## src/rtl/hpa_consts.svh

```systemverilog
// Offsets, field positions, reset values and timing counts of the amplifier control block.
`ifndef HPA_CONSTS_SVH
`define HPA_CONSTS_SVH

`define HPA_SLAVE_ADDR 7'h60
// Register pointers on the serial port.
`define HPA_REG_CTRL 8'h01
`define HPA_REG_VOL 8'h02
`define HPA_REG_TRI 8'h03
`define HPA_REG_ID 8'h04
// Control register fields.
`define HPA_BIT_STANDBY 0
`define HPA_BIT_FAULT 1
`define HPA_BIT_ENR 6
`define HPA_BIT_ENL 7
// Tri-state register fields.
`define HPA_BIT_TRIR 0
`define HPA_BIT_TRIL 1
// Reset values.
`define HPA_CTRL_RST 8'h01
`define HPA_VOL_RST 8'hC0
`define HPA_TRI_RST 8'h00
`define HPA_REV_VAL 4'h5
// APB byte addresses.
`define HPA_APB_CTRL 12'h000
`define HPA_APB_VOL 12'h004
`define HPA_APB_TRI 12'h008
`define HPA_APB_ID 12'h00C
`define HPA_APB_STAT 12'h010
// Timing.
`define HPA_CLK_MHZ 100
`define HPA_RETRY_MS 1000
`define HPA_RETRY_CYC (`HPA_RETRY_MS * 1000 * `HPA_CLK_MHZ)
`define HPA_GLITCH_NS 50
`define HPA_GLITCH_CYC ((`HPA_GLITCH_NS * `HPA_CLK_MHZ + 999) / 1000 + 1)

`endif

```

## src/rtl/hpa_pkg.sv

```systemverilog
// Types shared by the amplifier control block.
package hpa_pkg;
   typedef enum logic [2:0] {
      HPA_IDLE, HPA_ADDR, HPA_ACK, HPA_WDATA, HPA_RDATA, HPA_RACK
   } hpa_state_e;
   typedef enum logic [1:0] {
      HPA_RUN, HPA_TRIP
   } hpa_prot_e;
   typedef logic [7:0] hpa_byte_t;
endpackage

```

## src/rtl/hpa_pin_if.sv

```systemverilog
// Filtered serial pin levels and their decoded events.
`timescale 1ns/1ps
`default_nettype none
interface hpa_pin_if;
   logic scl;
   logic sda;
   logic scl_rise;
   logic scl_fall;
   logic start;
   logic stop;
   modport filt (output scl, sda, scl_rise, scl_fall, start, stop);
   modport core (input scl, sda, scl_rise, scl_fall, start, stop);
endinterface
`default_nettype wire

```

## src/rtl/hpa_pin_filter.sv

```systemverilog
// Synchroniser, glitch filter and edge decoder for the serial pins.
`timescale 1ns/1ps
`default_nettype none
`include "hpa_consts.svh"
module hpa_pin_filter #(
   parameter int FILT_CYC = `HPA_GLITCH_CYC
) (
   // Clock and reset.
   input wire logic pclk,
   input wire logic presetn,
   // Raw pins.
   input wire logic scl_in,
   input wire logic sda_in,
   // Filtered view.
   hpa_pin_if.filt pins
);
   logic [1:0] scl_sync_reg;
   logic [1:0] sda_sync_reg;
   logic [3:0] scl_cnt_reg;
   logic [3:0] sda_cnt_reg;
   logic scl_reg;
   logic sda_reg;
   logic scl_d_reg;
   logic sda_d_reg;
   wire scl_diff = scl_sync_reg[1] != scl_reg;
   wire sda_diff = sda_sync_reg[1] != sda_reg;

   // A level must persist for longer than the longest spike to be taken.
   always_ff @(posedge pclk or negedge presetn) begin
      if (!presetn) begin
         scl_sync_reg <= 2'h3;
         sda_sync_reg <= 2'h3;
         scl_cnt_reg <= 4'h0;
         sda_cnt_reg <= 4'h0;
         scl_reg <= 1'b1;
         sda_reg <= 1'b1;
         scl_d_reg <= 1'b1;
         sda_d_reg <= 1'b1;
      end else begin
         scl_sync_reg <= {scl_sync_reg[0], scl_in};
         sda_sync_reg <= {sda_sync_reg[0], sda_in};
         scl_cnt_reg <= scl_diff ? scl_cnt_reg + 4'h1 : 4'h0;
         sda_cnt_reg <= sda_diff ? sda_cnt_reg + 4'h1 : 4'h0;
         if (scl_diff && scl_cnt_reg == 4'(FILT_CYC - 1)) begin
            scl_reg <= scl_sync_reg[1];
         end
         if (sda_diff && sda_cnt_reg == 4'(FILT_CYC - 1)) begin
            sda_reg <= sda_sync_reg[1];
         end
         scl_d_reg <= scl_reg;
         sda_d_reg <= sda_reg;
      end
   end

   assign pins.scl = scl_reg;
   assign pins.sda = sda_reg;
   assign pins.scl_rise = scl_reg && !scl_d_reg;
   assign pins.scl_fall = !scl_reg && scl_d_reg;
   assign pins.start = scl_reg && scl_d_reg && !sda_reg && sda_d_reg;
   assign pins.stop = scl_reg && scl_d_reg && sda_reg && !sda_d_reg;
endmodule
`default_nettype wire

```

## src/rtl/hpa_thermal.sv

```systemverilog
// Thermal supervisor: timed disable and retry while overtemperature lasts.
`timescale 1ns/1ps
`default_nettype none
`include "hpa_consts.svh"
module hpa_thermal #(
   parameter int RETRY_CYC = `HPA_RETRY_CYC
) (
   // Clock and reset.
   input wire logic pclk,
   input wire logic presetn,
   // Supervision.
   input wire logic overtemp,
   input wire logic standby,
   output logic tripped,
   output logic fault_event
);
   import hpa_pkg::*;
   hpa_prot_e state_reg;
   logic [31:0] cnt_reg;
   wire sense = overtemp && !standby;
   wire done = cnt_reg == 32'(RETRY_CYC - 1);

   // The interval runs off pclk alone, with no tie to bus activity.
   always_ff @(posedge pclk or negedge presetn) begin
      if (!presetn) begin
         state_reg <= HPA_RUN;
         cnt_reg <= 32'h0;
      end else begin
         case (state_reg)
            HPA_RUN: begin
               cnt_reg <= 32'h0;
               if (sense) begin
                  state_reg <= HPA_TRIP;
               end
            end
            HPA_TRIP: begin
               cnt_reg <= cnt_reg + 32'h1;
               if (done) begin
                  state_reg <= HPA_RUN;
               end
            end
            default: state_reg <= HPA_RUN;
         endcase
      end
   end

   assign tripped = state_reg == HPA_TRIP;
   assign fault_event = state_reg == HPA_RUN && sense;

   a_trip_on_heat: assert property (
      @(posedge pclk) disable iff (!presetn)
      state_reg == HPA_RUN && sense |=> state_reg == HPA_TRIP)
      else $error("Overtemperature did not start a disable interval.");
   a_retry_after: assert property (
      @(posedge pclk) disable iff (!presetn)
      state_reg == HPA_TRIP && done |=> state_reg == HPA_RUN)
      else $error("Disable interval did not end on time.");
   a_no_standby_trip: assert property (
      @(posedge pclk) disable iff (!presetn)
      standby && state_reg == HPA_RUN |=> state_reg == HPA_RUN)
      else $error("Disable interval started while in standby.");
endmodule
`default_nettype wire

```

## src/rtl/hpa_ctrl.sv

```systemverilog
// Amplifier control: serial slave port, registers, protection and APB view.
//
// Register access over APB and the placing of the registers were decided locally.
`timescale 1ns/1ps
`default_nettype none
`include "hpa_consts.svh"
module hpa_ctrl #(
   parameter int RETRY_CYC = `HPA_RETRY_CYC,
   parameter int FILT_CYC = `HPA_GLITCH_CYC,
   // Supplier code and revision; the supplier value is arbitrary.
   parameter logic [1:0] SUPPLIER_ID = 2'h0,
   parameter logic [3:0] REVISION = `HPA_REV_VAL
) (
   // Clock and reset.
   input wire logic pclk,
   input wire logic presetn,
   // APB slave.
   input wire logic psel,
   input wire logic penable,
   input wire logic pwrite,
   input wire logic [11:0] paddr,
   input wire logic [31:0] pwdata,
   output logic [31:0] prdata,
   output logic pready,
   output logic pslverr,
   // Serial pins.
   input wire logic scl_in,
   input wire logic sda_in,
   output logic sda_out,
   output logic sda_oe,
   // Analog supervision and power control.
   input wire logic overtemp,
   output logic amp_positive_rail,
   output logic amp_negative_rail,
   output logic left_amp_en,
   output logic right_amp_en,
   output logic [4:0] volume,
   output logic left_mute,
   output logic right_mute,
   output logic left_headphone_out_tristate,
   output logic right_headphone_out_tristate,
   output logic overtemp_fault_flag
);
   import hpa_pkg::*;

   ////////////////////////////////////////////////////////////////////////////
   hpa_pin_if pins ();
   hpa_pin_filter #(.FILT_CYC(FILT_CYC)) u_filt (
      .pclk(pclk),
      .presetn(presetn),
      .scl_in(scl_in),
      .sda_in(sda_in),
      .pins(pins)
   );

   ////////////////////////////////////////////////////////////////////////////
   // The sensor level is asynchronous to pclk and passes two flip-flops.
   logic [1:0] heat_sync_reg;
   wire heat = heat_sync_reg[1];
   always_ff @(posedge pclk or negedge presetn) begin
      if (!presetn) begin
         heat_sync_reg <= 2'h0;
      end else begin
         heat_sync_reg <= {heat_sync_reg[0], overtemp};
      end
   end

   logic tripped;
   logic fault_event;
   logic soft_standby;
   hpa_thermal #(.RETRY_CYC(RETRY_CYC)) u_overtemp_fault_flag (
      .pclk(pclk),
      .presetn(presetn),
      .overtemp(heat),
      .standby(soft_standby),
      .tripped(tripped),
      .fault_event(fault_event)
   );

   ////////////////////////////////////////////////////////////////////////////
   // Register read decode, shared by the serial port and the APB.
   hpa_byte_t ctrl_reg;
   hpa_byte_t vol_reg;
   hpa_byte_t tri_reg;
   logic fault_reg;

   function automatic hpa_byte_t reg_view(input hpa_byte_t ptr,
      input hpa_byte_t c, input hpa_byte_t v, input hpa_byte_t t,
      input logic f);
      case (ptr)
         `HPA_REG_CTRL: reg_view = {c[7:6], 4'h0, f, c[0]};
         `HPA_REG_VOL: reg_view = {v[7:1], 1'b0};
         `HPA_REG_TRI: reg_view = {6'h00, t[1:0]};
         `HPA_REG_ID: reg_view = {SUPPLIER_ID, 2'h0, REVISION};
         default: reg_view = 8'h00;
      endcase
   endfunction

   ////////////////////////////////////////////////////////////////////////////
   // Serial slave.
   hpa_state_e st_reg;
   hpa_byte_t shift_reg;
   hpa_byte_t ptr_reg;
   logic [3:0] bit_reg;
   logic rw_reg;
   logic have_ptr_reg;
   logic sda_oe_reg;
   logic rd_fault_reg;

   wire byte_done = bit_reg == 4'h7;
   wire addr_hit = shift_reg[7:1] == `HPA_SLAVE_ADDR;
   hpa_byte_t rd_byte;
   assign rd_byte = reg_view(ptr_reg, ctrl_reg, vol_reg, tri_reg, fault_reg);
   hpa_byte_t rx_byte;
   assign rx_byte = {shift_reg[6:0], pins.sda};
   logic i2c_wr;
   assign i2c_wr = st_reg == HPA_WDATA && pins.scl_rise && byte_done
      && have_ptr_reg;

   always_ff @(posedge pclk or negedge presetn) begin
      if (!presetn) begin
         st_reg <= HPA_IDLE;
         shift_reg <= 8'h00;
         ptr_reg <= 8'h00;
         bit_reg <= 4'h0;
         rw_reg <= 1'b0;
         have_ptr_reg <= 1'b0;
         sda_oe_reg <= 1'b0;
         rd_fault_reg <= 1'b0;
      end else begin
         rd_fault_reg <= 1'b0;
         if (pins.start) begin
            st_reg <= HPA_ADDR;
            bit_reg <= 4'h0;
            sda_oe_reg <= 1'b0;
         end else if (pins.stop) begin
            st_reg <= HPA_IDLE;
            sda_oe_reg <= 1'b0;
         end else begin
            case (st_reg)
               HPA_IDLE: sda_oe_reg <= 1'b0;
               HPA_ADDR, HPA_WDATA: begin
                  if (pins.scl_rise) begin
                     shift_reg <= rx_byte;
                     bit_reg <= bit_reg + 4'h1;
                  end
                  if (pins.scl_fall && bit_reg == 4'h8) begin
                     bit_reg <= 4'h0;
                     if (st_reg == HPA_ADDR && !addr_hit) begin
                        st_reg <= HPA_IDLE;
                     end else begin
                        sda_oe_reg <= 1'b1;
                        st_reg <= HPA_ACK;
                        if (st_reg == HPA_ADDR) begin
                           rw_reg <= shift_reg[0];
                           have_ptr_reg <= 1'b0;
                        end else if (!have_ptr_reg) begin
                           ptr_reg <= shift_reg;
                           have_ptr_reg <= 1'b1;
                        end else begin
                           ptr_reg <= ptr_reg + 8'h01;
                        end
                     end
                  end
               end
               HPA_ACK: begin
                  // Ack is held to the fall that ends the ninth clock.
                  if (pins.scl_fall) begin
                     if (rw_reg) begin
                        st_reg <= HPA_RDATA;
                        shift_reg <= rd_byte;
                        sda_oe_reg <= !rd_byte[7];
                        rd_fault_reg <= ptr_reg == `HPA_REG_CTRL;
                        bit_reg <= 4'h0;
                     end else begin
                        st_reg <= HPA_WDATA;
                        sda_oe_reg <= 1'b0;
                     end
                  end
               end
               HPA_RDATA: begin
                  if (pins.scl_fall) begin
                     bit_reg <= bit_reg + 4'h1;
                     if (bit_reg == 4'h7) begin
                        sda_oe_reg <= 1'b0;
                        st_reg <= HPA_RACK;
                        ptr_reg <= ptr_reg + 8'h01;
                     end else begin
                        shift_reg <= {shift_reg[6:0], 1'b0};
                        sda_oe_reg <= !shift_reg[6];
                     end
                  end
               end
               HPA_RACK: begin
                  if (pins.scl_rise) begin
                     // A released line on the ninth clock ends the read.
                     st_reg <= pins.sda ? HPA_IDLE : HPA_ACK;
                  end
               end
               default: st_reg <= HPA_IDLE;
            endcase
         end
      end
   end

   assign sda_out = 1'b0;
   assign sda_oe = sda_oe_reg;

   ////////////////////////////////////////////////////////////////////////////
   // APB slave; zero wait states, unmapped addresses answer with pslverr.
   // Read data loads in the setup cycle so it stands at the access edge.
   wire apb_acc = psel && penable;
   wire apb_setup_rd = psel && !penable && !pwrite;
   wire apb_wr = apb_acc && pwrite;
   wire apb_rd = apb_acc && !pwrite;
   wire apb_hit = paddr == `HPA_APB_CTRL || paddr == `HPA_APB_VOL
      || paddr == `HPA_APB_TRI || paddr == `HPA_APB_ID
      || paddr == `HPA_APB_STAT;
   hpa_byte_t apb_view;
   assign apb_view = paddr == `HPA_APB_STAT
      ? {5'h00, tripped, soft_standby, heat}
      : reg_view(8'(paddr[11:2] + 10'h1), ctrl_reg, vol_reg, tri_reg,
         fault_reg);
   wire apb_fault_rd = apb_rd && paddr == `HPA_APB_CTRL;

   always_ff @(posedge pclk or negedge presetn) begin
      if (!presetn) begin
         prdata <= 32'h0;
      end else if (apb_setup_rd && apb_hit) begin
         prdata <= {24'h0, apb_view};
      end
   end
   assign pready = 1'b1;
   assign pslverr = apb_acc && !apb_hit;

   ////////////////////////////////////////////////////////////////////////////
   // Registers; the serial port write wins over a same-cycle APB write.
   always_ff @(posedge pclk or negedge presetn) begin
      if (!presetn) begin
         ctrl_reg <= `HPA_CTRL_RST;
         vol_reg <= `HPA_VOL_RST;
         tri_reg <= `HPA_TRI_RST;
      end else if (i2c_wr) begin
         case (ptr_reg)
            `HPA_REG_CTRL: ctrl_reg <= rx_byte;
            `HPA_REG_VOL: vol_reg <= rx_byte;
            `HPA_REG_TRI: tri_reg <= rx_byte;
            default: ;
         endcase
      end else if (apb_wr) begin
         case (paddr)
            `HPA_APB_CTRL: ctrl_reg <= pwdata[7:0];
            `HPA_APB_VOL: vol_reg <= pwdata[7:0];
            `HPA_APB_TRI: tri_reg <= pwdata[7:0];
            default: ;
         endcase
      end
   end

   // Set wins over the read that would clear; clearing needs the cause gone.
   wire flag_read = rd_fault_reg || apb_fault_rd;
   always_ff @(posedge pclk or negedge presetn) begin
      if (!presetn) begin
         fault_reg <= 1'b0;
      end else if (fault_event || tripped) begin
         fault_reg <= fault_reg | fault_event;
      end else if (flag_read && !heat) begin
         fault_reg <= 1'b0;
      end
   end

   ////////////////////////////////////////////////////////////////////////////
   assign soft_standby = ctrl_reg[`HPA_BIT_STANDBY];
   wire normal = !soft_standby && !tripped;
   assign amp_positive_rail = normal;
   assign amp_negative_rail = normal;
   assign left_amp_en = normal && ctrl_reg[`HPA_BIT_ENL];
   assign right_amp_en = normal && ctrl_reg[`HPA_BIT_ENR];
   assign volume = vol_reg[5:1];
   assign left_mute = vol_reg[7];
   assign right_mute = vol_reg[6];
   assign left_headphone_out_tristate = normal && tri_reg[`HPA_BIT_TRIL];
   assign right_headphone_out_tristate = normal && tri_reg[`HPA_BIT_TRIR];
   assign overtemp_fault_flag = fault_reg;

   ////////////////////////////////////////////////////////////////////////////
   a_fault_sticks: assert property (
      @(posedge pclk) disable iff (!presetn)
      fault_reg && !flag_read |=> fault_reg)
      else $error("Fault flag dropped without a read.");
   a_standby_rails: assert property (
      @(posedge pclk) disable iff (!presetn)
      soft_standby |-> !amp_positive_rail && !amp_negative_rail)
      else $error("Rails powered during standby.");
   a_tristate_normal: assert property (
      @(posedge pclk) disable iff (!presetn)
      left_headphone_out_tristate |-> !soft_standby && !tripped)
      else $error("Tristate outside normal operation.");
   a_tristate_right: assert property (
      @(posedge pclk) disable iff (!presetn)
      right_headphone_out_tristate |-> !soft_standby && !tripped)
      else $error("Right tristate outside normal operation.");
   a_ack_begin: assert property (
      @(posedge pclk) disable iff (!presetn)
      st_reg == HPA_WDATA && pins.scl_fall && bit_reg == 4'h8
      && !pins.start && !pins.stop |=> sda_oe_reg && st_reg == HPA_ACK)
      else $error("Received byte was not acknowledged.");
   a_ack_held: assert property (
      @(posedge pclk) disable iff (!presetn)
      st_reg == HPA_ACK && sda_oe_reg && !pins.scl_fall && !pins.start
      && !pins.stop |=> sda_oe_reg)
      else $error("Ack released before the ninth clock ended.");
   a_drive_on_low: assert property (
      @(posedge pclk) disable iff (!presetn)
      $changed(sda_oe_reg) && !$past(pins.start) && !$past(pins.stop)
      |-> !$past(pins.scl))
      else $error("Data line moved while clock high.");
   a_bad_addr: assert property (
      @(posedge pclk) disable iff (!presetn)
      st_reg == HPA_ADDR && pins.scl_fall && bit_reg == 4'h8 && !addr_hit
      && !pins.start && !pins.stop |=> st_reg == HPA_IDLE && !sda_oe_reg)
      else $error("Foreign address was acknowledged.");
   a_ptr_step: assert property (
      @(posedge pclk) disable iff (!presetn)
      st_reg == HPA_RDATA && pins.scl_fall && bit_reg == 4'h7 && !pins.start
      && !pins.stop |=> ptr_reg == $past(ptr_reg) + 8'h01)
      else $error("Pointer did not advance after a read byte.");
   a_fault_set: assert property (
      @(posedge pclk) disable iff (!presetn)
      fault_event |=> fault_reg)
      else $error("Fault event not recorded.");
endmodule
`default_nettype wire

```

## config.mk

```make
export PLATFORM = sky130hd
export DESIGN_NAME = hpa_ctrl
export DESIGN_NICKNAME = d
export VERILOG_FILES = /design/src/rtl/hpa_pkg.sv /design/src/rtl/hpa_pin_if.sv /design/src/rtl/hpa_pin_filter.sv /design/src/rtl/hpa_thermal.sv /design/src/rtl/hpa_ctrl.sv
export VERILOG_INCLUDE_DIRS = /design/src /design/src/rtl
export SDC_FILE = /design/constraint.sdc
export NUM_CORES = 1
export LEC_CHECK = 0
export BUFFER_PORTS_ARGS = -buffer_cell sky130_fd_sc_hd__buf_2
export CAP_MARGIN = 20
export CORE_MARGIN = 1
export CORE_UTILIZATION = 35
export CTS_CLUSTER_SIZE = 16
export DETAILED_ROUTE_END_ITERATION = 8
export PLACE_DENSITY = 0.58
export SYNTH_ARGS = -nofsm -noshare
export SYNTH_HDL_FRONTEND = slang
export SYNTH_SLANG_ARGS = --single-unit
```

## constraint.sdc

```tcl
create_clock -name pclk -period 2.35 [get_ports pclk]
set_input_delay 0.235 -clock pclk [delete_from_list [all_inputs] [get_ports pclk]]
set_output_delay 0.235 -clock pclk [all_outputs]
set_load 0.02 [all_outputs]
```

==> results of run 1 <==
==> area by class of cell <==
cell class	count	area [sq um]
fill	1529	9020
multi-input combinational	460	2860
sequential	99	2490
timing repair buffer	66	390
clock buffer	14	264
tap	211	264
inverter	14	52.6
clock inverter	2	35.0
==> routing by layer <==
| layer | share of wire, % | track usage, % |
|---|---|---|
| met5 | 0 | 0 |
| met3 | 3.5 | 3.58 |
| met4 | 1.3 | 5.47 |
| met2 | 48 | 27.0 |
| met1 | 47 | 23.0 |
==> final timing paths <==
check | cells past startpoint | from | slack, ns | to
min reg2reg | 0 | heat_sync_reg[0] | 0.35 | heat_sync_reg[1]
min in group asynchronous | 2 | presetn | 0.39 | u_overtemp_fault_flag.cnt_reg[5]
max in group asynchronous | 3 | presetn | 1.21 | vol_reg[6]
min | 1 | overtemp | 0.01 | heat_sync_reg[0]
max reg2reg | 6 | bit_reg[1] | 0.32 | ptr_reg[7]
max | 6 | bit_reg[1] | 0.32 | ptr_reg[7]
==> report_power, final <==
group          total, mW  internal [mW]  leakage [nW]  switching, mW
clock network       1.50          0.883         0.147          0.617
logic              0.803          0.364          1.43          0.439
registers           2.21           1.93          1.30          0.275
total               4.51           3.18          2.88           1.33
==> stage by stage <==
step	hold WS, ns	power (mW)	util [%]
3_5_place_dp	0.231	3.04	39.2
3_3_place_gp	0.217	2.99	39.2
4_1_cts	0.0114	4.57	41.3
6_report	0.0133	4.51	41.3
2_1_floorplan	-0.0606	2.79	-
5_1_grt	0.00781	4.76	41.3
==> synth_stat cells (3+ instances only) <==
cell	count	area, sq um
dfrtp_1	88	2200
nor2_1	60	225
nand2_1	53	199
nand3_1	36	180
buf_4	30	225
and2_1	25	156
o21ai_0	23	115
a21oi_1	21	105
xnor2_1	19	166
nand4_1	15	93.8
inv_1	14	52.6
nand2b_1	13	81.3
nor2b_1	12	75.1
dfstp_2	11	289
ha_1	11	138
and3_1	10	62.6
clkbuf_1	10	37.5
xor2_1	9	78.8
mux2i_1	8	80.1
nor3_1	8	40.0
nor4_1	8	50.1
o22ai_1	8	50.1
a22o_1	7	61.3
a22oi_1	7	52.6
mux2_2	7	78.8
o21a_1	7	52.6
a31oi_1	6	37.5
o211ai_1	6	45.0
o22a_1	5	43.8
nor4b_1	4	35.0
a221oi_1	3	26.3
buf_2	3	15.0
o31ai_1	3	22.5
==> repair_timing <==
item                       in CTS  in global routing
gates resized for setup         0                  1
hold buffers                    3                  0
hold endpoints to repair       29                  0
setup endpoints to repair       0                  3
==> worst register-to-register path, delay by kind of cell, from the launching register on <==
family,cells,cell delay [ns]
simple gates,2,0.52
flops,1,0.40
compound gates,3,0.78
fa+ha+maj,1,0.20
==> cell families (layout without fill, tap and decap cells) <==
kind of cell	count (synthesis)	in the layout	synth area share, %
other	2	26	0.134
adder cells (fa/ha/maj)	11	11	2.46
multiplexers	15	15	2.84
buffers and inverters	58	96	5.98
AND/OR/NAND/NOR	269	269	26.2
AO/OA/AOI/OAI	111	111	13.4
XOR/XNOR	28	28	4.39
flip-flops	99	99	44.6
==> key figures, run 1 <==
Outcome
  – Status: complete, no violations

Timing
  – Final setup fails: 0
  – Slew @ Worst Pin: ~0.7 ns
  – Period utilization: between 80% and 90%
  – Final hold vios: 0
  – Final WS setup: 0.323 ns
  – Clock skew: 0.00611 ns
  – Fin. max-slew vios: 0
  – Final setup TNS: 0 ns
  – Max frequency: 493 MHz
  – Fin crit period: around 2.0 ns
  – RSZ-0062 raised after global routing: false
  – Slew HR: 53.9%

Global routing
  – Global-route wire length before repair: 21800 um
  – Total GRT Usage: 16.9%
  – Vias in the first global route: 4205
  – Pin count of the biggest net entering global routing: between 60 and 70
  – Initial antenna violation count: 0
  – Global route overflow: 0

Synthesis
  – Yosys Warn Count: 0
  – Main flop type after synthesis: dfrtp_1
  – Synth Register Bits: roughly 100
  – Async SR Flop Fraction: 100%
  – Mapped Cells: 593
  – Cell area after synthesis: 0.00559 sq mm
  – Post-Syn Area per Cell: 9.43 sq um
  – Cell variety after synth: 67
  – Register area share after synthesis: roughly 45%
  – EDFF count, synth: 0

Routing
  – TritonRoute pass-1 iters: 5
  – Drt wl/cell: 15.2 um
  – DRC Markers: 0
  – Via density: 5.14
  – Detail Route Antenna Nets: 0
  – First DRT Iteration DRCs: 332
  – Via Count: 4449
  – WL final: 13200 um

Place
  – Placement Cell Area: 0.00602 sq mm
  – Gpl congestion: 0.842
  – Place WS: between 0.1 and 0.15 ns
  – Cells after DPL: roughly 850
  – Hpwl dp: 9590 um
  – PortBufs: 51

Clocking
  – Setup Fix Bufs, Post-CTS: 0
  – Worst-skew pair later-pin latency: 0.35 ns
  – Clock transition at the registers of the reported paths: 0.07 ns
  – CTS tree: built
  – Clock buffer count from CTS: 9
  – Root Buffer: clkbuf_16
  – Maximum clock path buffer count: 2
  – Clock sinks: 99
  – Max H-tree Level: 3

Critical path
  – Critical-path cell with the highest stage delay: dfrtp_1
  – Worst Setup Start Kind: flip-flop
  – Crit path required time: 2.59 ns
  – CP Cell Sequence: ha_1 -> nand3b_1 -> nor2_1 -> a32o_2 -> o21ai_0 -> a22o_1
  – Critical path's top delay family: compound AO/OA/AOI/OAI gates
  – Slowest Stage Delay on Critical Path: 0.40 ns
  – Setup CP Type: flip-flop to flip-flop
  – CP bufs+invs: 0
  – Crit-path max FO: 16
  – CP Capture Type: flip-flop
  – WP data arrival: 2.27 ns

Final layout
  – Ant diodes: 0
  – Most common cell after layout, fill and taps aside: dfrtp_1
  – Cell Count, Final, Fillers Out: approximately 870
  – Most frequent cells in the layout: dfrtp_1, nor2_1, nand2_1
  – Share of post-route cells with drive strength above 1: 16.3%
  – Design Area, Final: 0.00635 sq mm
  – Area Overhead vs Synth: 13.7%
  – Flip-flop count of the largest register after layout: 32
  – Nets: 713

Die
  – Effective utilization at floorplan: 36.4%
  – I/O Pins: just over 100
  – Die Y: 128 um
  – Die X: between 100 and 150 um
  – Core Footprint: 0.0154 sq mm
  – Die area: 0.0165 sq mm
  – Site Rows: 45

Job
  – Max-cap viol count: 0

Pwr
  – Pwr dens: 710 mW/mm^2
  – Pleak: 2.88 nW
  – Worst vdd ir: approximately 0.00037 V

Worst hold path
  – Hold Crit Class: input port to flip-flop
Power figures use the tool's default switching activity.
==> inputs of run 2 (changes only) <==
Settings changed: CELL_PAD_IN_SITES_DETAIL_PLACEMENT set to 1, CELL_PAD_IN_SITES_GLOBAL_PLACEMENT set to 2, PLACE_DENSITY 0.58 to 0.85.
==> run 2 against run 1 <==
  * Power grew 3.5%
  * Register-to-register slack lost 0.06 ns
  * Core utilization grew 0.49 points
  * Combinational power grew 10%
  * Global-route usage grew 2.6 points
  * Cell area grew 1.2%
  * Sequential share of layout area shrank 0.46 points
  * Critical path depth is the same
  * Non-clock buffer count grew 7
  * First-iteration DRC count shrank 37%
  * Count of clock-buffer cells in the layout shrank 2
  * Clock power grew 7%
==> key figures, run 2 (same netlist as run 1, synthesis figures left out) <==
Clocking
  – Setup Fix Bufs, Post-CTS: 0
  – Maximum clock path buffer count: 2
  – Max H-tree Level: 3
  – Clock transition at the registers of the reported paths: 0.07 ns
  – Root Buffer: clkbuf_16
  – Clock buffer count from CTS: 9
  – Clock sinks: 99
  – Worst-skew pair later-pin latency: approximately 0.36 ns
  – CTS tree: built

Die
  – Die X: about 130 um
  – Core Footprint: ~0.015 sq mm
  – Site Rows: 45
  – Die Y: approximately 130 um
  – Effective utilization at floorplan: 36.4%
  – Die area: 0.0165 sq mm
  – I/O Pins: between 100 and 150

Final layout
  – Most frequent cells in the layout: dfrtp_1, nor2_1, nand2_1
  – Fillers: 1793
  – Share of post-route cells with drive strength above 1: 17.5%
  – Area Overhead vs Synth: 15.0%
  – Ant diodes: 0
  – Flip-flop count of the largest register after layout: 32
  – Most common cell after layout, fill and taps aside: dfrtp_1
  – Nets: 720

Global routing
  – Global route overflow: 0
  – Pin count of the biggest net entering global routing: 45
  – Vias in the first global route: 4856
  – Initial antenna violation count: 0
  – Total GRT Usage: 19.5%
  – Global-route wire length before repair: between 20000 and 30000 um

Pwr
  – Pleak: 2.92 nW
  – P_int: 3.24 mW
  – Logic gate share of total power: 18.9%
  – Sequential Power Share: 46.9%
  – Pwr dens: 726 mW/mm^2
  – Sw Share: 30.6%
  – Worst vdd ir: 0.000359 V
  – Sw Pwr: roughly 1.4 mW
  – Clk pwr share: roughly a third

Timing
  – Period utilization: 88.8%
  – Final hold vios: 0
  – Max frequency: 479 MHz
  – Final setup fails: 0
  – Clock skew: 0.00555 ns
  – Fin. max-slew vios: 0
  – Final setup TNS: 0 ns
  – Final WS setup: between 0.2 and 0.3 ns
  – RSZ-0062 raised after global routing: false
  – Fin crit period: around 2.1 ns
  – Hold slack: between 0.015 and 0.02 ns
  – Slew HR: 52.1%
  – Slew @ Worst Pin: 0.718 ns

Critical path
  – CP bufs+invs: 1
  – Setup CP Type: flip-flop to flip-flop
  – WP data arrival: between 2 and 2.5 ns
  – Worst Setup Start Kind: flip-flop
  – Critical-path cell with the highest stage delay: dfstp_2
  – Reg2reg setup slack: 0.26 ns
  – CP Cell Sequence: and4bb_2 -> and2_1 -> a32o_1 -> buf_4 -> mux2i_1 -> a21oi_1
  – R2R Path End: ptr_reg[0]
  – Crit-path max FO: 10
  – Cells on worst reg2reg path: 6
  – Critical path's top delay family: flip-flops
  – Slowest Stage Delay on Critical Path: 0.60 ns
  – Crit path required time: around 2.6 ns
  – CP Capture Type: flip-flop
  – Reg2reg start: u_filt.scl_d_reg

Worst hold path
  – Hold path start: overtemp
  – Hold Crit Class: input port to flip-flop
  – Hold path cells: 1
  – Hold Path Sink: heat_sync_reg[0]

Routing
  – TritonRoute pass-1 iters: 4
  – DRC Markers: 0
  – WL final: roughly 15000 um
  – First DRT Iteration DRCs: 210
  – Via Count: 4635
  – Via density: 5.31
  – Detail Route Antenna Nets: 0
  – Drt wl/cell: between 15 and 20 um

Job
  – Max-cap viol count: 0

Place
  – Gpl congestion: between 0.8 and 0.9
  – Place WS: about 0.3 ns
  – PortBufs: 51
  – Hpwl dp: roughly 11000 um

Outcome
  – Status: complete, no violations
[run 2: cell types whose count changed in the layout (fill, tap and decap cells not counted)]
| cell | delta |
|---|---|
| buf_4 | +7 |
| clkbuf_1 | -3 |
| clkinv_4 | +2 |
| a32o_1 | +1 |
| a32o_2 | -1 |
| clkbuf_8 | +1 |
| clkinv_2 | -1 |
| inv_6 | +1 |
[run 2: metrics by stage]
step	utilization [%]	power [mW]	area, sq um	cells
final	41.8	4.67	6430	873
after global routing	41.8	4.92	6430	873
after CTS	41.8	4.72	6430	873
after detailed placement	39.5	3.11	6070	854
after global placement	39.5	3.04	6070	854
after floorplan	-	2.79	5680	617
[run 2: power by group through the flow]
stage          registers (mW)  clock network [mW]  logic, mW
2_1_floorplan            2.13                   0      0.666
3_3_place_gp             2.20                   0      0.839
3_5_place_dp             2.22                   0      0.889
4_1_cts                  2.19                1.64      0.897
5_1_grt                  2.22                1.69       1.01
6_report                 2.19                1.60      0.884
[run 2: routing by layer]
metal	GRT usage, %	vias up	part of all wire, %
li1	-	2193	-
met1	24.9	2364	46
met2	33.7	61	51
met3	3.45	17	2.4
met4	5.74	0	1.4
met5	0	-	0
[run 2: repair_timing]
item / in CTS / in global routing
gates resized for setup: 0 / 0
hold buffers: 3 / 0
endpoints found under the hold margin: 43 / 0
setup endpoints to repair: 0 / 0
[run 2: final cells by class]
| cell class | count | area, sq um | area share, % |
|---|---|---|---|
| Clock buffer | 12 | 267 | 4.15 |
| Clock inverter | 4 | 56.3 | 0.876 |
| Inverter | 14 | 52.6 | 0.818 |
| Multi-Input combinational cell | 460 | 2850 | 44.4 |
| Sequential cell | 99 | 2490 | 38.8 |
| Tap cell | 211 | 264 | 4.11 |
| Timing Repair Buffer | 73 | 443 | 6.89 |
[run 2: worst max-delay path by stage]
stage | startpoint | to | slack (ns) | cells after the start
finish | u_filt.scl_d_reg | ptr_reg[0] | 0.26 | 6
global route | u_filt.scl_d_reg | ptr_reg[0] | 0.15 | 6
CTS | u_filt.scl_d_reg | ptr_reg[0] | 0.27 | 6
detailed placement | paddr[4] | vol_reg[4] | 0.30 | 6
global placement | u_filt.scl_d_reg | ptr_reg[0] | 0.35 | 6
floorplan | u_overtemp_fault_flag.cnt_reg[0] | u_overtemp_fault_flag.cnt_reg[28] | 0.43 | 6
